===== src/core/aoc_pkg.sv =====
// Purpose: Constants and carrier types for the four-channel alarm output conditioner.
// Assumes: One 200 MHz clock; raw alarm decisions arrive synchronous to it.
// Notes:   Register offsets are word indices on the plain register port.
package aoc_pkg;

    localparam int          CLK_HZ         = 200_000_000;
    localparam int          TICK_CYCLES    = CLK_HZ;
    localparam int          NUM_CH         = 4;
    localparam int          NUM_EVT        = 6;
    localparam logic [9:0]  DELAY_MAX      = 10'h3E7;
    localparam logic [9:0]  DELAY_RESET    = 10'h000;
    localparam logic [3:0]  TYPE_NONE      = 4'h0;
    localparam logic [3:0]  TYPE_LOOP      = 4'hC;
    localparam logic [3:0]  TYPE_NODELAY   = 4'hD;

    localparam logic [3:0]  REG_ON_DELAY0  = 4'h0;
    localparam logic [3:0]  REG_OFF_DELAY0 = 4'h4;
    localparam logic [3:0]  REG_TYPES      = 4'h8;
    localparam logic [3:0]  REG_CONFIG     = 4'h9;
    localparam logic [3:0]  REG_STATUS     = 4'hA;
    localparam logic [3:0]  REG_IRQ_STAT   = 4'hB;
    localparam logic [3:0]  REG_IRQ_MASK   = 4'hC;
    localparam logic [3:0]  REG_STATE      = 4'hD;

    localparam int          CFG_LATCH      = 0;
    localparam int          CFG_OPEN       = 4;
    localparam int          CFG_ASSIGN     = 8;
    localparam int          CFG_KEYLAT     = 12;
    localparam int          CFG_EVTLAT     = 16;

    typedef enum logic [1:0] {
        AOC_IDLE    = 2'b00,
        AOC_ONWAIT  = 2'b01,
        AOC_ACTIVE  = 2'b11,
        AOC_OFFWAIT = 2'b10
    } aoc_chst_t;

    typedef struct packed {
        aoc_chst_t  st;
        logic [9:0] cnt;
        logic       rawLast;
        logic       latched;
    } aoc_ch_t;

    typedef struct packed {
        logic [3:0] addr;
        logic [31:0] wdata;
        logic       wr;
        logic       rd;
    } aoc_bus_t;

endpackage


===== src/core/aoc_alarm_conditioner.sv =====
// Purpose: Delay, latch and polarity stage between alarm comparison and auxiliary outputs.
// Assumes: Inputs synchronous to clk; single-cycle register strobes.
// Notes:   Register read data appear one cycle after the read strobe.
`timescale 1ns/1ps
module aoc_alarm_conditioner #(
    parameter int TICK_CYCLES = aoc_pkg::TICK_CYCLES
) (
    input  wire logic        clk,
    input  wire logic        rst_n,
    input  wire logic        clkEn,
    input  wire logic [3:0]  regAddr,
    input  wire logic [31:0] regWdata,
    input  wire logic        regWr,
    input  wire logic        regRd,
    output logic      [31:0] regRdata,
    input  wire logic [3:0]  rawAlarm,
    input  wire logic        functionKey,
    input  wire logic [5:0]  eventIn,
    input  wire logic        setupLevel,
    output logic      [3:0]  auxOut,
    output logic      [3:0]  alarmState,
    output logic             irq
);

    ////////////////////////////////////////////////////////////////////////////
    typedef struct packed {
        logic [3:0][9:0]    onDly;
        logic [3:0][9:0]    offDly;
        logic [3:0][3:0]    chType;
        logic [3:0]         latchEn;
        logic [3:0]         openInAlarm;
        logic [3:0]         assigned;
        logic               keyLatCancel;
        logic [5:0]         evtLatCancel;
        logic [31:0]        tickCnt;
        logic               tick;
        aoc_pkg::aoc_ch_t [3:0] ch;
        logic [3:0]         funcOut;
        logic [3:0]         aux;
        logic               keyLast;
        logic [5:0]         evtLast;
        logic [31:0]        rdata;
        logic [3:0]         irqStat;
        logic [3:0]         irqMask;
        logic               irqOut;
    } aoc_state_t;

    aoc_state_t stReg;
    aoc_state_t stNext;

    logic       cancelHit;
    logic [3:0] latchOk;
    logic [3:0] delayOk;

    ////////////////////////////////////////////////////////////////////////////
    always_comb begin
        stNext = stReg;
        stNext.tick = 1'b0;
        // A one-second tick keeps 10-bit counters instead of 38-bit cycle counters per channel.
        if (stReg.tickCnt >= 32'(TICK_CYCLES - 1)) begin
            stNext.tickCnt = 32'h0000_0000;
            stNext.tick    = 1'b1;
        end else begin
            stNext.tickCnt = stReg.tickCnt + 32'h0000_0001;
        end
        stNext.keyLast = functionKey;
        stNext.evtLast = eventIn;
        cancelHit = (stReg.keyLatCancel && functionKey && !stReg.keyLast)
                  || |(stReg.evtLatCancel & eventIn & ~stReg.evtLast);
        for (int i = 0; i < aoc_pkg::NUM_CH; i++) begin
            latchOk[i] = (i == 0) ? (stReg.chType[i] != aoc_pkg::TYPE_NONE)
                       : (stReg.chType[i] != aoc_pkg::TYPE_NONE
                          && stReg.chType[i] != aoc_pkg::TYPE_LOOP);
            delayOk[i] = stReg.assigned[i]
                       && stReg.chType[i] != aoc_pkg::TYPE_NONE
                       && stReg.chType[i] != aoc_pkg::TYPE_LOOP
                       && stReg.chType[i] != aoc_pkg::TYPE_NODELAY;
            stNext.ch[i].rawLast = rawAlarm[i];
            if (rawAlarm[i] != stReg.ch[i].rawLast) begin
                stNext.ch[i].cnt = 10'h000;
            end else if (stReg.tick && stReg.ch[i].cnt <= aoc_pkg::DELAY_MAX) begin
                stNext.ch[i].cnt = stReg.ch[i].cnt + 10'h001;
            end
            case (stReg.ch[i].st)
                aoc_pkg::AOC_IDLE: begin
                    if (rawAlarm[i]) begin
                        if (!delayOk[i] || stReg.onDly[i] == 10'h000) begin
                            stNext.ch[i].st = aoc_pkg::AOC_ACTIVE;
                        end else begin
                            stNext.ch[i].st  = aoc_pkg::AOC_ONWAIT;
                            stNext.ch[i].cnt = 10'h000;
                        end
                    end
                end
                aoc_pkg::AOC_ONWAIT: begin
                    if (!rawAlarm[i]) begin
                        stNext.ch[i].st = aoc_pkg::AOC_IDLE;
                    // The first tick may come at once, so one tick past the setting is needed.
                    end else if (stReg.ch[i].cnt > stReg.onDly[i]) begin
                        stNext.ch[i].st = aoc_pkg::AOC_ACTIVE;
                    end
                end
                aoc_pkg::AOC_ACTIVE: begin
                    if (!rawAlarm[i]) begin
                        if (!delayOk[i] || stReg.offDly[i] == 10'h000) begin
                            stNext.ch[i].st = aoc_pkg::AOC_IDLE;
                        end else begin
                            stNext.ch[i].st  = aoc_pkg::AOC_OFFWAIT;
                            stNext.ch[i].cnt = 10'h000;
                        end
                    end
                end
                aoc_pkg::AOC_OFFWAIT: begin
                    if (rawAlarm[i]) begin
                        stNext.ch[i].st = aoc_pkg::AOC_ACTIVE;
                    end else if (stReg.ch[i].cnt > stReg.offDly[i]) begin
                        stNext.ch[i].st = aoc_pkg::AOC_IDLE;
                    end
                end
                default: begin
                    stNext.ch[i].st = aoc_pkg::AOC_IDLE;
                end
            endcase
            // A cancel arriving with a fresh alarm wins; the alarm relatches next cycle.
            if (cancelHit || !stReg.latchEn[i] || !latchOk[i]) begin
                stNext.ch[i].latched = 1'b0;
            end else if (stReg.ch[i].st == aoc_pkg::AOC_ACTIVE) begin
                stNext.ch[i].latched = 1'b1;
            end
            stNext.funcOut[i] = !setupLevel
                && (stNext.ch[i].st == aoc_pkg::AOC_ACTIVE
                    || stNext.ch[i].st == aoc_pkg::AOC_OFFWAIT
                    || stNext.ch[i].latched);
            if (setupLevel) begin
                stNext.ch[i].st = aoc_pkg::AOC_IDLE;
            end
        end
        stNext.irqStat = stReg.irqStat;
        if (regRd && regAddr == aoc_pkg::REG_IRQ_STAT) begin
            stNext.irqStat = 4'h0;
        end
        // Set beats clear so an edge landing on the read is not lost.
        stNext.irqStat = stNext.irqStat | (stNext.funcOut & ~stReg.funcOut);
        stNext.irqOut  = |(stNext.irqStat & stNext.irqMask);
        if (regWr) begin
            case (regAddr)
                4'h0, 4'h1, 4'h2, 4'h3: begin
                    stNext.onDly[regAddr[1:0]] = (regWdata[9:0] > aoc_pkg::DELAY_MAX)
                        ? aoc_pkg::DELAY_MAX : regWdata[9:0];
                end
                4'h4, 4'h5, 4'h6, 4'h7: begin
                    stNext.offDly[regAddr[1:0]] = (regWdata[9:0] > aoc_pkg::DELAY_MAX)
                        ? aoc_pkg::DELAY_MAX : regWdata[9:0];
                end
                aoc_pkg::REG_TYPES: begin
                    stNext.chType = regWdata[15:0];
                end
                aoc_pkg::REG_CONFIG: begin
                    stNext.latchEn      = regWdata[aoc_pkg::CFG_LATCH +: 4];
                    stNext.openInAlarm  = regWdata[aoc_pkg::CFG_OPEN +: 4];
                    stNext.assigned     = regWdata[aoc_pkg::CFG_ASSIGN +: 4];
                    stNext.keyLatCancel = regWdata[aoc_pkg::CFG_KEYLAT];
                    stNext.evtLatCancel = regWdata[aoc_pkg::CFG_EVTLAT +: 6];
                end
                aoc_pkg::REG_IRQ_MASK: begin
                    stNext.irqMask = regWdata[3:0];
                end
                default: begin
                end
            endcase
        end
        stNext.aux   = stNext.funcOut ^ stNext.openInAlarm;
        stNext.rdata = 32'h0000_0000;
        if (regRd) begin
            case (regAddr)
                4'h0, 4'h1, 4'h2, 4'h3: stNext.rdata = {22'h0, stReg.onDly[regAddr[1:0]]};
                4'h4, 4'h5, 4'h6, 4'h7: stNext.rdata = {22'h0, stReg.offDly[regAddr[1:0]]};
                aoc_pkg::REG_TYPES:    stNext.rdata = {16'h0, stReg.chType};
                aoc_pkg::REG_CONFIG:   stNext.rdata = {10'h0, stReg.evtLatCancel, 3'h0,
                    stReg.keyLatCancel, stReg.assigned, stReg.openInAlarm, stReg.latchEn};
                aoc_pkg::REG_STATUS:   stNext.rdata = {24'h0, stReg.aux, stReg.funcOut};
                aoc_pkg::REG_IRQ_STAT: stNext.rdata = {28'h0, stReg.irqStat};
                aoc_pkg::REG_IRQ_MASK: stNext.rdata = {28'h0, stReg.irqMask};
                aoc_pkg::REG_STATE:    stNext.rdata = {24'h0,
                    stReg.ch[3].st, stReg.ch[2].st, stReg.ch[1].st, stReg.ch[0].st};
                default:               stNext.rdata = 32'h0000_0000;
            endcase
        end
    end

    ////////////////////////////////////////////////////////////////////////////
    always_ff @(posedge clk or negedge rst_n) begin
        if (!rst_n) begin
            stReg <= '0;
        end else if (clkEn) begin
            stReg <= stNext;
        end
    end

    assign regRdata   = stReg.rdata;
    assign auxOut     = stReg.aux;
    assign alarmState = stReg.funcOut;
    assign irq        = stReg.irqOut;

    ////////////////////////////////////////////////////////////////////////////
    AST_LEVEL_OFF: assert property (@(posedge clk) disable iff (!rst_n)
        (clkEn && setupLevel) |=> (alarmState == 4'h0))
        else $error("Alarm state not forced off in setup level.");
    AST_POLARITY: assert property (@(posedge clk) disable iff (!rst_n)
        (auxOut == (alarmState ^ stReg.openInAlarm)))
        else $error("Aux output polarity mismatch.");
    AST_LATCH_HOLD: assert property (@(posedge clk) disable iff (!rst_n)
        (clkEn && stReg.ch[0].latched && !cancelHit && !setupLevel
         && stReg.latchEn[0] && latchOk[0]) |=> alarmState[0])
        else $error("Latched alarm dropped without cancel.");
    AST_CANCEL: assert property (@(posedge clk) disable iff (!rst_n)
        (clkEn && cancelHit) |=> (!stReg.ch[0].latched && !stReg.ch[1].latched
                                  && !stReg.ch[2].latched && !stReg.ch[3].latched))
        else $error("Cancel did not clear latch.");
    AST_ON_ZERO: assert property (@(posedge clk) disable iff (!rst_n)
        (clkEn && !setupLevel && stReg.onDly[0] == 10'h000
         && stReg.ch[0].st == aoc_pkg::AOC_IDLE && rawAlarm[0]) |=> alarmState[0])
        else $error("Zero ON delay did not fire at once.");
    AST_ON_WAIT: assert property (@(posedge clk) disable iff (!rst_n)
        (stReg.ch[0].st == aoc_pkg::AOC_ONWAIT && !stReg.ch[0].latched)
        |-> !alarmState[0])
        else $error("Output on during ON delay.");
    AST_OFF_ZERO: assert property (@(posedge clk) disable iff (!rst_n)
        (clkEn && stReg.offDly[2] == 10'h000 && !stReg.latchEn[2]
         && stReg.ch[2].st == aoc_pkg::AOC_ACTIVE && !rawAlarm[2]) |=> !alarmState[2])
        else $error("Zero OFF delay did not clear at once.");
    AST_NO_LATCH_TYPE: assert property (@(posedge clk) disable iff (!rst_n)
        (clkEn && stReg.chType[1] == aoc_pkg::TYPE_LOOP) |=> !stReg.ch[1].latched)
        else $error("Latch set for excluded type.");
    AST_TICK: assert property (@(posedge clk) disable iff (!rst_n)
        (clkEn && stReg.tick) |=> !stReg.tick)
        else $error("Tick longer than one cycle.");

    ////////////////////////////////////////////////////////////////////////////
    AST_FREEZE: assert property (@(posedge clk) disable iff (!rst_n)
        !clkEn |=> $stable(stReg))
        else $error("State moved while clock enable was low.");
    AST_KEY_CANCEL: assert property (@(posedge clk) disable iff (!rst_n)
        (clkEn && stReg.keyLatCancel && functionKey && !stReg.keyLast)
        |=> !stReg.ch[0].latched)
        else $error("Key cancel left channel 0 latched.");
    AST_EVT_CANCEL: assert property (@(posedge clk) disable iff (!rst_n)
        (clkEn && stReg.evtLatCancel[5] && eventIn[5] && !stReg.evtLast[5])
        |=> !stReg.ch[0].latched)
        else $error("Event cancel left channel 0 latched.");
    AST_LATCH_OPEN: assert property (@(posedge clk) disable iff (!rst_n)
        (stReg.ch[0].latched && alarmState[0]) |-> (auxOut[0] != stReg.openInAlarm[0]))
        else $error("Latched output left its alarm position.");
    AST_LATCH_OFF: assert property (@(posedge clk) disable iff (!rst_n)
        (clkEn && !stReg.latchEn[0]) |=> !stReg.ch[0].latched)
        else $error("Latch held while disabled.");
    AST_LATCH_TYPE0: assert property (@(posedge clk) disable iff (!rst_n)
        (clkEn && stReg.chType[0] == aoc_pkg::TYPE_NONE) |=> !stReg.ch[0].latched)
        else $error("Latch set for type zero.");
    AST_LATCH_SET: assert property (@(posedge clk) disable iff (!rst_n)
        (clkEn && stReg.latchEn[0] && latchOk[0] && !cancelHit
         && stReg.ch[0].st == aoc_pkg::AOC_ACTIVE) |=> stReg.ch[0].latched)
        else $error("Active alarm was not latched.");
    AST_ON_EARLY: assert property (@(posedge clk) disable iff (!rst_n)
        (clkEn && !stReg.latchEn[0] && rawAlarm[0]
         && stReg.ch[0].st == aoc_pkg::AOC_ONWAIT
         && stReg.ch[0].cnt <= stReg.onDly[0]) |=> !alarmState[0])
        else $error("Output on before the ON delay elapsed.");
    AST_ON_DONE: assert property (@(posedge clk) disable iff (!rst_n)
        (clkEn && !setupLevel && rawAlarm[0] && stReg.ch[0].st == aoc_pkg::AOC_ONWAIT
         && stReg.ch[0].cnt > stReg.onDly[0]) |=> alarmState[0])
        else $error("Output not on after the ON delay.");
    AST_OFF_EARLY: assert property (@(posedge clk) disable iff (!rst_n)
        (clkEn && !setupLevel && !rawAlarm[0] && stReg.ch[0].st == aoc_pkg::AOC_OFFWAIT
         && stReg.ch[0].cnt <= stReg.offDly[0]) |=> alarmState[0])
        else $error("Output off before the OFF delay elapsed.");
    AST_OFF_DONE: assert property (@(posedge clk) disable iff (!rst_n)
        (clkEn && !setupLevel && !stReg.latchEn[0] && !rawAlarm[0]
         && stReg.ch[0].st == aoc_pkg::AOC_OFFWAIT && stReg.ch[0].cnt > stReg.offDly[0])
        |=> !alarmState[0])
        else $error("Output still on after the OFF delay.");
    AST_OFF_HOLD: assert property (@(posedge clk) disable iff (!rst_n)
        (stReg.ch[0].st == aoc_pkg::AOC_OFFWAIT) |-> alarmState[0])
        else $error("Output off during OFF delay.");
    AST_RESTART: assert property (@(posedge clk) disable iff (!rst_n)
        (clkEn && rawAlarm[0] != stReg.ch[0].rawLast) |=> (stReg.ch[0].cnt == 10'h000))
        else $error("Delay counter did not restart on a raw change.");
    AST_NODELAY: assert property (@(posedge clk) disable iff (!rst_n)
        (clkEn && !setupLevel && stReg.chType[2] == aoc_pkg::TYPE_NODELAY
         && stReg.ch[2].st == aoc_pkg::AOC_IDLE && rawAlarm[2]) |=> alarmState[2])
        else $error("Delay applied to a no-delay type.");
    AST_CNT_SAT: assert property (@(posedge clk) disable iff (!rst_n)
        (stReg.ch[0].cnt <= aoc_pkg::DELAY_MAX + 10'h001))
        else $error("Delay counter ran past its ceiling.");
    AST_LEVEL_IDLE: assert property (@(posedge clk) disable iff (!rst_n)
        (clkEn && setupLevel) |=> (stReg.ch[0].st == aoc_pkg::AOC_IDLE))
        else $error("Channel state not reset in setup level.");
    AST_AUX_LEVEL: assert property (@(posedge clk) disable iff (!rst_n)
        (clkEn && setupLevel) |=> (auxOut == stReg.openInAlarm))
        else $error("Aux output not at rest level in setup level.");
    AST_TICK_GAP: assert property (@(posedge clk) disable iff (!rst_n)
        (clkEn && stReg.tickCnt != 32'(TICK_CYCLES - 1)) |=> !stReg.tick)
        else $error("Tick outside its period.");

endmodule


===== config.mk =====
export PLATFORM = sky130hd
export DESIGN_NAME = aoc_alarm_conditioner
export DESIGN_NICKNAME = d
export VERILOG_FILES = /design/src/core/aoc_pkg.sv /design/src/core/aoc_alarm_conditioner.sv
export SDC_FILE = /design/constraint.sdc
export NUM_CORES = 1
export LEC_CHECK = 0
export ABC_AREA = 1
export BUFFER_PORTS_ARGS = -buffer_cell sky130_fd_sc_hd__clkbuf_2
export CAP_MARGIN = 0
export CORE_MARGIN = 2
export CORE_UTILIZATION = 38
export DETAILED_ROUTE_END_ITERATION = 8
export PLACE_DENSITY = 0.59
export SKIP_LAST_GASP = 1
export SLEW_MARGIN = 30
export SYNTH_ARGS = -nofsm -noshare
export SYNTH_HDL_FRONTEND = slang
export SYNTH_SLANG_ARGS = --single-unit

===== constraint.sdc =====
create_clock -name clk -period 2.8 [get_ports clk]
set_clock_uncertainty 0.15 [all_clocks]
set_input_delay 0.28 -clock clk [delete_from_list [all_inputs] [get_ports clk]]
set_output_delay 0.28 -clock clk [all_outputs]
set_load 0.02 [all_outputs]

== Yosys cells after proc, flatten, opt, wreduce, memory -nomap -nowiden ==
Index checks and enable logic that the tools add are counted.

* Bits in registers: 260
* Latch bits: 0
* Bits in writable memories: 0
* ROM bits: 0
* Bits of input ports: 53
* Output and inout bits: 41
* Word-level logic and storage cells: 293
* Memories: 0

* Add/subtract/negate cells: 5
* Multipliers: 0
* Divide/modulo/power cells: 0
* $lt $le $gt $ge: 16
* Equality and inequality tests: 45
* Shift-type cells: 0
* Muxes and demuxes: 84
* Bitwise logic cells: 8
* Reduce and logical (&&, ||, !) cells: 92

{| class="wikitable"
|+ Operators with widths
! operator !! number
|-
| 10-bit 2-to-1 mux || 20
|-
| 22-bit one-hot mux with 8 select lines || 1
|-
| 12-bit 2-to-1 mux || 8
|-
| 40-bit bitwise mux || 2
|-
| 10-bit > comparator || 8
|-
| 10-bit logical NOT || 8
|-
| 10-bit one-hot mux with 2 select lines || 4
|-
| 2-bit 2-to-1 mux || 28
|-
| 10-bit by 1-bit adder with 10-bit output (second input constant) || 4
|-
| 10-bit binary-select mux with 2-bit select || 2
|-
| 10-bit less-or-equal comparator (second input constant) || 4
|-
| 32-bit by 1-bit adder with 32-bit output (second input constant) || 1
|-
| 2-bit equality test (second input constant) || 16
|-
| 32-bit by 28-bit greater-or-equal comparator with 1-bit output (second input constant) || 1
|-
| 32-bit 2-to-1 mux || 1
|-
| 4-bit != test (second input constant) || 8
|-
| 2-bit one-hot mux with 4 select lines || 4
|-
| 15-bit 2-to-1 mux || 2
|-
| 1-bit logical AND || 27
|-
| 1-bit logical OR || 25
|-
| 4-bit equality test (second input constant) || 6
|-
| 22-bit 2-to-1 mux || 1
|-
| 10-bit demux with 2-bit select || 1
|-
| 4-bit by 3-bit equality test with 1-bit output (second input constant) || 4
|-
| other kinds (22) || 64
|}

== Logic depth before layout (Yosys ltp) ==
Gate-level depths: netlist (run 1).

* Depth after elaboration: 17
* Mapped depth: 20
* Mapped depth without buffers: 20

== Least setup slack after synthesis (run 1) ==
No wires, ideal clock.

* Path kind: reg2reg
* Start point: register stReg[113] (netlist bit)
* End point: register stReg[139] (netlist bit)
* Library setup time: 126 ps
* Arrival time: 1830 ps
* Data required time: 2524 ps
* Setup slack: 694 ps
* Cell stages (with the launch flop): 15
* Buffers on the path: 0
* Period minus slack after synthesis: 2106 ps
* Cells stage by stage: dfrtp_1 ha_1 nand2_1 nor2_1 nand2_1 nor2_2 nand2_1 nor2_2 inv_2 nor3_4 nand2_2 nor2_2 nand2_1 nor3_1 nor3_2

* Word-level cells in the longest chain between the ends: 2
* Elaborated cells between the ends (all ways): 3
* Those cells by class: add/sub: 1; order compare: 1; mux: 1

{| class="wikitable"
|+ Ends and longest elaborated chain
! element !! line !! RTL
|-
| start: declaration || aoc_alarm_conditioner.sv:48 || <nowiki>aoc_state_t stReg;</nowiki>
|-
| start signal: assignment || aoc_alarm_conditioner.sv:196 || <nowiki>stReg <= stNext;</nowiki>
|-
| 32-bit by 1-bit adder with 32-bit output or 32-bit by 28-bit greater-or-equal comparator with 1-bit output (tied branches) || aoc_alarm_conditioner.sv:64, aoc_alarm_conditioner.sv:60 ||
|-
| 32-bit 2-to-1 mux (*) || aoc_alarm_conditioner.sv:60 || <nowiki>if (stReg.tickCnt >= 32'(TICK_CYCLES - 1)) begin</nowiki>
|}

Mark *: on every way between the ends. The rest lies on a longest branch, timed or not.
A chain may end at the register's enable or synchronous reset.

== Worst setup path in the final report (run 1) ==
* Start point: register stReg[63] (netlist bit)
* End point: register stReg (netlist bit irq)

* Word-level cells in the longest chain between the ends: 12
* Elaborated cells between the ends (all ways): 16
* Those cells by class: order compare: 2; eq/ne: 2; mux: 5; bitwise: 3; reduce/logical: 4

{| class="wikitable"
|+ Ends and longest elaborated chain
! element !! line !! RTL
|-
| 10-bit > comparator (on tied branches) || aoc_alarm_conditioner.sv:116, aoc_alarm_conditioner.sv:99 ||
|-
| 2-bit 2-to-1 mux (on tied branches) || aoc_alarm_conditioner.sv:116, aoc_alarm_conditioner.sv:99 ||
|-
| 2-bit 2-to-1 mux (on tied branches) || aoc_alarm_conditioner.sv:114, aoc_alarm_conditioner.sv:96 ||
|-
| 2-bit one-hot mux with 4 select lines (*) || aoc_alarm_conditioner.sv:84 || <nowiki>case (stReg.ch[i].st)</nowiki>
|-
| 2-bit equality test (on tied branches) || aoc_alarm_conditioner.sv:131, aoc_alarm_conditioner.sv:132 ||
|-
| 1-bit logical OR (*) || aoc_alarm_conditioner.sv:132 || <nowiki>|| stNext.ch[i].st == aoc_pkg::AOC_OFFWAIT</nowiki>
|-
| 1-bit logical OR (*) || aoc_alarm_conditioner.sv:133 || <nowiki>|| stNext.ch[i].latched);</nowiki>
|-
| 1-bit logical AND (*) || aoc_alarm_conditioner.sv:131 || <nowiki>&& (stNext.ch[i].st == aoc_pkg::AOC_ACTIVE</nowiki>
|-
| 4-bit AND (*) || aoc_alarm_conditioner.sv:143 || <nowiki>stNext.irqStat = stNext.irqStat | (stNext.funcOut & ~stReg.funcOut);</nowiki>
|-
| 4-bit OR (*) || aoc_alarm_conditioner.sv:143 ||
|-
| 4-bit AND (*) || aoc_alarm_conditioner.sv:144 || <nowiki>stNext.irqOut = |(stNext.irqStat & stNext.irqMask);</nowiki>
|-
| 4-bit OR reduction (*) || aoc_alarm_conditioner.sv:144 ||
|}

Marks and branches as above.

==> results.sh, run 1 <==
export IMPL_critPathLaunchType="register"
export IMPL_yosysWarnings=0
export IMPL_synth_top_family_by_area="simple AND/OR/NAND/NOR gates"
export IMPL_leakagePower_nw=8.29
export IMPL_final_setup_viol_count=0
export IMPL_core_sq_um=38600
export IMPL_syn_to_final_growth_pct=15.9
export IMPL_ys_seq_elements=250
export IMPL_rrSetupSlack_ns=0.30
export IMPL_row_count=72
export IMPL_synth_area_top_cells="dfrtp_1 42%, nand2_1 11%, ha_1 8.5%"
export IMPL_root_buffer="clkbuf_16"
export IMPL_final_setup_worst_slack_ns=0.296
export IMPL_slew_viol_final=0
export IMPL_cts_sinks=250
export IMPL_clkLatencyLatePin_ns=0.60
export IMPL_ioPinCount=94
export IMPL_synth_simple_area_share_pct=20.8
export IMPL_grt_pass1_wl_mm=69.8
export IMPL_synth_area_per_cell_sq_um=7.82
export IMPL_grtUsageTotal_pct=21.6
export IMPL_antenna_found_initial=2
export IMPL_synthXorXnorAreaFrac_pct=1.36
export IMPL_finalHoldViolCount=0
export IMPL_cts_buffer_depth=3
export IMPL_cp_cell_sequence="ha_1 > nand2_1 > nor2_1 > o211ai_1 > nand3_1 > nand3_1 > nand2_1 > nand3_1 > nand2_1 > nand2_1 > nand2_1 > nand2_1 > nand2_1 > nand2_1 > nor2_1 > nor2_1"
export IMPL_worstHoldPathType="input pin to register"
export IMPL_dp_slack_ns=0.300
export IMPL_synth_flop_cell="dfrtp_1"
export IMPL_grt_ovfl_total=0
export IMPL_cp_common_cell="nand2_1"
export IMPL_p_clk_share_pct=38.0
export IMPL_postRouteAntennaNets=0
export IMPL_cp_top_family="simple AND/OR/NAND/NOR gates"
export IMPL_syn_area_sq_um=14800
export IMPL_crit_slowest_cell="dfrtp_1"
export IMPL_nets=2146
export IMPL_vias=13200
export IMPL_vdd_drop_max_v=0.000454
export IMPL_htree_levels=1
export IMPL_first_pass_iters=6
export IMPL_slowest_delay_ns=0.45
export IMPL_switching_share_pct=33.3
export IMPL_via_per_inst=5.19
export IMPL_routed_wl_mm=43.7
export IMPL_comb_power_share_pct=22.1
export IMPL_synth_compound_area_share_pct=16.5
export IMPL_crit_required_ns=3.11
export IMPL_final_util_pct=44.6
export IMPL_critPathCaptureType="register"
export IMPL_power_frac_seq_pct=40.0
export IMPL_synth_edf_count=0
export IMPL_crit_fanout=6
export IMPL_netlist_instances=1897
export IMPL_path_buf_inv=0
export IMPL_fillers=3844
export IMPL_worst_pin_slew_ns=0.855
export IMPL_worst_setup_path_type="register to register"
export IMPL_seq_area_frac_synth_pct=42.2
export IMPL_period_minus_slack_ns=2.50
export IMPL_outcome="finished clean"
export IMPL_dp_hpwl_mm=32.7
export IMPL_cts_tree="done"
export IMPL_avgRoutedWirePerCell_um=17.2
export IMPL_cts_buffers=31
export IMPL_drc=0
export IMPL_powerDensity_nw_per_um2=662
export IMPL_die_x_um=202
export IMPL_clkTransAtPathRegs_ns=0.06
export IMPL_finalInstanceArea_sq_um=17200
export IMPL_post_cts_setup_buffer_count=0
export IMPL_p_switching_w=0.00378
export IMPL_die_y_um=202
export IMPL_hold_depth=3
export IMPL_reg2regPathDepth=16
export IMPL_io_buffers=73
export IMPL_async_reset_ff_share_pct=100
export IMPL_period_share_pct=89.4
export IMPL_synth_mux_area_share_pct=0.456
export IMPL_worstSetupPathDepth=16
export IMPL_grt_max_degree=93
export IMPL_dpl_cell_area_sq_um=15700
export IMPL_first_iter_violations=1087
export IMPL_routabilityCongestion=0.911
export IMPL_grt_pass1_vias=12800
export IMPL_n_antenna_cell=0
export IMPL_synth_top_area_share_pct=42.2
export IMPL_synth_fa_ha_area_share_pct=8.52
export IMPL_slew_headroom_pct=42.7
export IMPL_synth_cell_types=59
export IMPL_start_util_pct=38.5
export IMPL_setup_tns_ns=0
export IMPL_drive_above_1_share_pct=9.97
export IMPL_synth_largest_area_cell="dfrtp_1"
export IMPL_rsz0062_at_grt="false"
export IMPL_crit_arrival_ns=2.82
export IMPL_die_area_sq_um=40600
export IMPL_p_int_w=0.00759
export IMPL_fmax_mhz=399
export IMPL_max_cap_violations=0
-- routing by layer --
layer  track usage, %  up-vias  part of all wire, %
met5                0        -                0.064
met4             6.28        4                  3.1
met3             3.34       87                  6.1
met2             35.0      416                   45
met1             29.9     6216                   45
li1                 -     6430                    -
-- stage by stage --
stage               hold slack [ns]  power, W  std cells
floorplan                    -0.166   0.00615       1906
global placement              0.166   0.00696       2443
detailed placement            0.166   0.00704       2444
CTS                          0.0302    0.0114       2534
global route                 0.0739    0.0120       2534
finish                       0.0690    0.0114       2534
-- worst min-delay path, delay by kind of cell --
kind            cells  cell delay (ns)
compound gates      1             0.06
buf+inv             1             0.28
simple gates        1             0.14
-- layout by cell type (no fill, tap or decap), types with 18 or more instances in the layout --
master,n
a21oi_1,74
buf_4,31
nor2_1,132
clkbuf_2,71
dfrtp_1,250
nand3_1,71
inv_1,259
nor3_1,29
nand4_1,18
o21ai_0,203
ha_1,101
xor2_1,19
nand2_1,447
dlygate4sd3_1,33
o22ai_1,55
clkbuf_16,31
-- power groups by stage --
stage          Clock [W]  Sequential, W  Combinational, W
2_1_floorplan          0        0.00446           0.00170
3_3_place_gp           0        0.00458           0.00238
6_report         0.00432        0.00455           0.00251
3_5_place_dp           0        0.00459           0.00245
4_1_cts          0.00440        0.00453           0.00250
5_1_grt          0.00455        0.00460           0.00285
-- cell families (layout without fill, tap and decap cells) --
group,count (synthesis),in the layout
buffers and inverters,358,468
adder cells (fa/ha/maj),101,101
flip-flops,250,250
multiplexers,6,6
XOR/XNOR,23,23
AO/OA/AOI/OAI,423,423
other,1,10
AND/OR/NAND/NOR,735,735
-- sequential cells by signal, summed over array words and instances, names as in the netlist --
name	count
alarmState	4
auxOut	4
irq	1
regRdata	22
stReg	219
-- cell type report --
cell class / count / area, sq um / area share [%]
Clock buffer: 35 / 831 / 4.84
Sequential cell: 250 / 6260 / 36.4
Clock inverter: 22 / 282 / 1.64
Inverter: 268 / 1010 / 5.85
Timing Repair Buffer: 143 / 1060 / 6.16
Multi-Input combinational cell: 1298 / 7100 / 41.3
Tap cell: 518 / 648 / 3.77
-- worst paths after layout --
kind                              start      endpoint
max                           stReg[63]           irq
min reg2reg                regRdata[13]  regRdata[13]
max in group asynchronous         rst_n    stReg[138]
min in group asynchronous         rst_n    stReg[146]
min                         regWdata[6]    stReg[196]
max reg2reg                   stReg[63]           irq
-- Yosys cell counts (6+ instances only) --
cell,instances
a32o_1,6
nor3_1,29
nand2_1,447
buf_4,40
nor4_1,10
o21bai_1,6
inv_1,259
nor2_1,133
xor2_1,19
a22oi_1,8
inv_2,8
o21ai_1,6
clkbuf_1,40
o2111ai_1,6
o221ai_1,9
dfrtp_1,250
a21oi_1,74
a31oi_1,7
o22ai_1,55
nand3_1,71
ha_1,101
a21o_1,7
o21ai_0,203
nand4_1,18
mux2_2,6
o211ai_1,12
-- timing repair --
| item | CTS | global route |
|---|---|---|
| setup endpoints to repair | 0 | 1 |
| hold endpoints to repair | 117 | 0 |
| hold buffers | 33 | 0 |
| resized for setup | 0 | 1 |
No activity file was read; power rests on OpenSTA's default activity.
==> run 2, diff against run 1 <==
Settings changed: PLACE_DENSITY 0.59 to unset.
==> results.sh, run 2 (same netlist as run 1, synthesis figures left out) <==
export IMPL_n_antenna_cell=0
export IMPL_fmax_mhz=400
export IMPL_root_buffer="clkbuf_16"
export IMPL_die_y_um=202
export IMPL_leakagePower_nw=8.26
export IMPL_worst_pin_slew_ns=0.814
export IMPL_ff_latch_area_sq_um=6260
export IMPL_cts_buffer_depth=3
export IMPL_grt_ovfl_total=0
export IMPL_outcome="finished clean"
export IMPL_place_inst=2441
export IMPL_fillers=3875
export IMPL_post_cts_setup_buffer_count=0
export IMPL_cts_resized=0
export IMPL_first_pass_iters=7
export IMPL_row_count=72
export IMPL_period_share_pct=89.3
export IMPL_grt_pass1_vias=12800
export IMPL_crit_fanout=5
export IMPL_setup_tns_ns=0
export IMPL_slew_viol_final=0
export IMPL_crit_arrival_ns=2.82
export IMPL_worst_setup_path_type="register to register"
export IMPL_critPathCaptureType="register"
export IMPL_powerDensity_nw_per_um2=650
export IMPL_whs_ns=0.0756
export IMPL_final_cell_mix="447 x nand2_1, 259 x inv_1, 250 x dfrtp_1"
export IMPL_critPathLaunchType="register"
export IMPL_io_buffers=73
export IMPL_crit_required_ns=3.12
export IMPL_largest_reg_flops=219
export IMPL_start_util_pct=38.5
export IMPL_drive_above_1_share_pct=9.54
export IMPL_die_area_sq_um=40600
export IMPL_clkTransAtPathRegs_ns=0.06
export IMPL_core_sq_um=38600
export IMPL_slew_headroom_pct=45.5
export IMPL_period_minus_slack_ns=2.50
export IMPL_routabilityCongestion=0.906
export IMPL_dp_hpwl_mm=32.8
export IMPL_avgRoutedWirePerCell_um=17.2
export IMPL_cp_cell_sequence="ha_1 > nand2_1 > nor2_1 > nand3_1 > nand3_1 > nand2_1 > a21oi_1 > nand3_1 > nand2_1 > nand2_1 > nand2_1 > nand2_1 > nand2_1 > nand2_1 > nor2_1 > nor2_1"
export IMPL_first_iter_violations=1196
export IMPL_nets=2145
export IMPL_vdd_drop_max_v=0.000507
export IMPL_syn_to_final_growth_pct=15.3
export IMPL_final_setup_viol_count=0
export IMPL_grt_pass1_wl_mm=69.2
export IMPL_rsz0062_at_grt="false"
export IMPL_postRouteAntennaNets=0
export IMPL_htree_levels=1
export IMPL_cts_buffers=30
export IMPL_cp_common_cell="nand2_1"
export IMPL_path_buf_inv=0
export IMPL_vias=13100
export IMPL_max_cap_violations=0
export IMPL_crit_slowest_cell="dfrtp_1"
export IMPL_clkLatencyLatePin_ns=0.60
export IMPL_via_per_inst=5.20
export IMPL_dpl_cell_area_sq_um=15700
export IMPL_drc=0
export IMPL_slowest_delay_ns=0.45
export IMPL_grtUsageTotal_pct=21.5
export IMPL_antenna_found_initial=0
export IMPL_cts_tree="done"
export IMPL_cts_sinks=250
export IMPL_routed_wl_mm=43.5
export IMPL_cp_top_family="simple AND/OR/NAND/NOR gates"
export IMPL_finalInstanceArea_sq_um=17100
export IMPL_final_cells=2531
export IMPL_grt_max_degree=85
export IMPL_finalHoldViolCount=0
export IMPL_top_register="stReg"
export IMPL_worstHoldPathType="input pin to register"
export IMPL_ioPinCount=94
export IMPL_layout_commonest_cell="nand2_1"
export IMPL_multi_input_area_sq_um=7100
export IMPL_die_x_um=202
run 2: final cells by class:
type,count,area share [%]
clock inverters,14,1.11
flip-flops and latches,250,36.6
well taps,518,3.79
repair buffers,143,6.07
inverters,268,5.88
clock buffers,40,5.02
multi-input cells,1298,41.5
run 2: final timing paths:
path	start	slack, ns	cells after the start	endpoint
worst max-delay path	stReg[81]	0.30	16	irq
worst min-delay path	regWdata[5]	0.08	4	stReg[195]
worst max register to register	stReg[81]	0.30	16	irq
worst min register to register	stReg[47]	0.33	2	stReg[47]
max in group asynchronous	rst_n	1.65	3	stReg[207]
min in group asynchronous	rst_n	0.14	2	regRdata[19]
run 2: worst min-delay path: cells and delay by family:
kind | cells | cell delay, ns
compound gates | 1 | 0.07
buf+inv | 2 | 0.34
simple gates | 1 | 0.08
run 2: stage by stage:
| stage | worst slack, ns | util [%] | total power [W] |
|---|---|---|---|
| after CTS | 0.304 | 44.3 | 0.0112 |
| after global routing | 0.100 | 44.3 | 0.0117 |
| final | 0.300 | 44.3 | 0.0111 |
| after global placement | 0.409 | 40.7 | 0.00692 |
| after floorplan | 0.694 | - | 0.00615 |
| after detailed placement | 0.382 | 40.7 | 0.00701 |
run 2: per-layer routing:
metal	global-route usage, %	wire length, um	vias up
met5	0	0	-
met4	6.75	1330	0
met3	2.70	2590	77
met2	34.9	20000	407
met1	29.8	19600	6228
li1	-	-	6437
run 2: what timing repair did:
item                       in CTS  in global routing
setup endpoints to repair       0                  0
hold buffers                   35                  0
hold endpoints to repair      125                  0
run 2: report_power, final:
part	leakage [nW]	internal [W]	total, W	switching [W]
Sequential	3.19	0.00414	0.00455	0.000410
Combinational	4.56	0.000825	0.00248	0.00165
Clock	0.506	0.00243	0.00409	0.00165
==> run 3, diff against run 2 <==
Settings changed: REMOVE_ABC_BUFFERS set to 1, SETUP_SLACK_MARGIN set to 0.5.
==> results.sh, run 3 (same netlist as run 1, synthesis figures left out) <==
export IMPL_outcome="finished clean"
export IMPL_whs_ns=0.00983
export IMPL_drive_above_1_share_pct=18.7
export IMPL_multi_input_area_sq_um=7790
export IMPL_cp_top_family="simple AND/OR/NAND/NOR gates"
export IMPL_finalHoldViolCount=0
export IMPL_die_y_um=202
export IMPL_final_setup_viol_count=0
export IMPL_first_pass_iters=7
export IMPL_worstHoldPathType="input pin to asynchronous set/reset pin"
export IMPL_crit_required_ns=3.12
export IMPL_grt_pass1_vias=12800
export IMPL_crit_slowest_cell="dfrtp_1"
export IMPL_slew_headroom_pct=43.4
export IMPL_antenna_found_initial=3
export IMPL_path_buf_inv=0
export IMPL_ioPinCount=94
export IMPL_first_iter_violations=979
export IMPL_setup_tns_ns=0
export IMPL_cts_sinks=250
export IMPL_vdd_drop_max_v=0.000466
export IMPL_dp_hpwl_mm=31.9
export IMPL_clkLatencyLatePin_ns=0.59
export IMPL_htree_levels=1
export IMPL_io_buffers=73
export IMPL_top_register="stReg"
export IMPL_slowest_delay_ns=0.43
export IMPL_grt_use_met3_pct=2.74
export IMPL_fmax_mhz=425
export IMPL_slew_viol_final=0
export IMPL_leakagePower_nw=8.35
export IMPL_powerDensity_nw_per_um2=635
export IMPL_switching_share_pct=33.8
export IMPL_p_clk_share_pct=35.0
export IMPL_met2_usage_pct=34.8
export IMPL_comb_power_share_pct=25.1
export IMPL_clkTransAtPathRegs_ns=0.06
export IMPL_cp_cell_sequence="ha_1 > a21o_1 > nor2_1 > nand3_1 > nand2_2 > nand2_1 > nand2_1 > nand3_2 > nand2_2 > nand2_2 > nand2_1 > nand2_1 > nand2_1 > nand2_1 > nor2_1 > nor2_1"
export IMPL_worst_pin_slew_ns=0.844
export IMPL_row_count=72
export IMPL_power_frac_seq_pct=39.9
export IMPL_postRouteAntennaNets=0
export IMPL_finalPower_w=0.0114
export IMPL_syn_to_final_growth_pct=21.4
export IMPL_period_share_pct=83.9
export IMPL_ff_latch_area_sq_um=6290
export IMPL_crit_fanout=3
export IMPL_die_area_sq_um=40600
export IMPL_cp_common_cell="nand2_1"
export IMPL_period_minus_slack_ns=2.35
export IMPL_cts_tree="done"
export IMPL_routed_wl_mm=44.8
export IMPL_nets=2175
export IMPL_vias=13400
export IMPL_p_switching_w=0.00386
export IMPL_critPathCaptureType="register"
export IMPL_via_per_inst=5.24
export IMPL_grtUsageTotal_pct=21.4
export IMPL_core_sq_um=38600
export IMPL_grt_busiest_layer="met2"
export IMPL_crit_arrival_ns=2.67
export IMPL_p_int_w=0.00756
export IMPL_final_cells=2563
export IMPL_die_x_um=202
export IMPL_final_cell_mix="412 x nand2_1, 231 x inv_1, 223 x dfrtp_1"
export IMPL_critPathLaunchType="register"
export IMPL_rsz0062_at_grt="true"
export IMPL_grt_pass1_wl_mm=69.0
export IMPL_layout_commonest_cell="nand2_1"
export IMPL_use_met1_pct=28.9
export IMPL_avgRoutedWirePerCell_um=17.5
export IMPL_start_util_pct=38.5
export IMPL_worst_setup_path_type="register to register"
export IMPL_routabilityCongestion=0.922
export IMPL_grt_ovfl_total=0
export IMPL_grt_max_degree=108
export IMPL_cts_buffer_depth=3
export IMPL_largest_reg_flops=219
export IMPL_root_buffer="clkbuf_16"
export IMPL_max_cap_violations=0
export IMPL_place_inst=2436
export IMPL_fillers=3744
export IMPL_final_setup_worst_slack_ns=0.450
export IMPL_drc=0
export IMPL_dp_slack_ns=0.362
export IMPL_cts_buffers=31
## run 3: changes by cell type in the layout (fill, tap and decap cells not counted), moves of 6 or more
cell and delta:
buf_4 +35, dfrtp_1 -27, dfrtp_2 +27, ha_1 -34, ha_4 +33, inv_1 -28, inv_2 +27, nand2_1 -35
nand2_2 +32, nand3_1 -6, nor2_1 -19, nor2_2 +12, nor2_4 +7
## run 3: stage by stage
step | area (sq um) | utilization [%]
detailed placement | 15600 | 40.5
floorplan | 14400 | -
CTS | 17000 | 44.2
global route | 18000 | 46.7
finish | 18000 | 46.7
global placement | 15600 | 40.5
## run 3: worst paths after layout
path | from | endpoint | slack (ns) | cells after the start
max in group asynchronous | rst_n | stReg[91] | 1.48 | 3
max | stReg[67] | irq | 0.45 | 16
min reg2reg | stReg[47] | stReg[47] | 0.32 | 2
min | rst_n | stReg[128] | 0.01 | 2
max reg2reg | stReg[67] | irq | 0.45 | 16
min in group clk | regWdata[6] | stReg[226] | 0.05 | 3
## run 3: final cells by class
cell class | instances | share of cell area [%]
antenna | 3 | 0.0417
clock buffer | 44 | 4.97
clock inverter | 10 | 0.702
inverter | 268 | 5.63
multi-input combinational | 1298 | 43.3
sequential | 250 | 34.9
tap | 518 | 3.60
timing repair buffer | 172 | 6.82
## run 3: timing repair
action,4_1_cts,5_1_grt
endpoints found under the setup margin,40,52
endpoints found under the hold margin,293,0
gates resized for setup,18,163
setup buffers,5,34
hold buffers,31,0
pin swaps,5,47
## run 3: power by group through the flow
stage	Clock (W)	Combinational (W)	Sequential, W
6_report	0.00400	0.00287	0.00456
5_1_grt	0.00423	0.00320	0.00461
4_1_cts	0.00408	0.00247	0.00453
3_5_place_dp	0	0.00241	0.00459
3_3_place_gp	0	0.00233	0.00457
2_1_floorplan	0	0.00151	0.00453
## run 3: layer usage
layer | up-vias | wire, um
li1 | 6499 | -
met1 | 6427 | 19800
met2 | 413 | 21000
met3 | 101 | 2390
met4 | 0 | 1730
met5 | - | 0
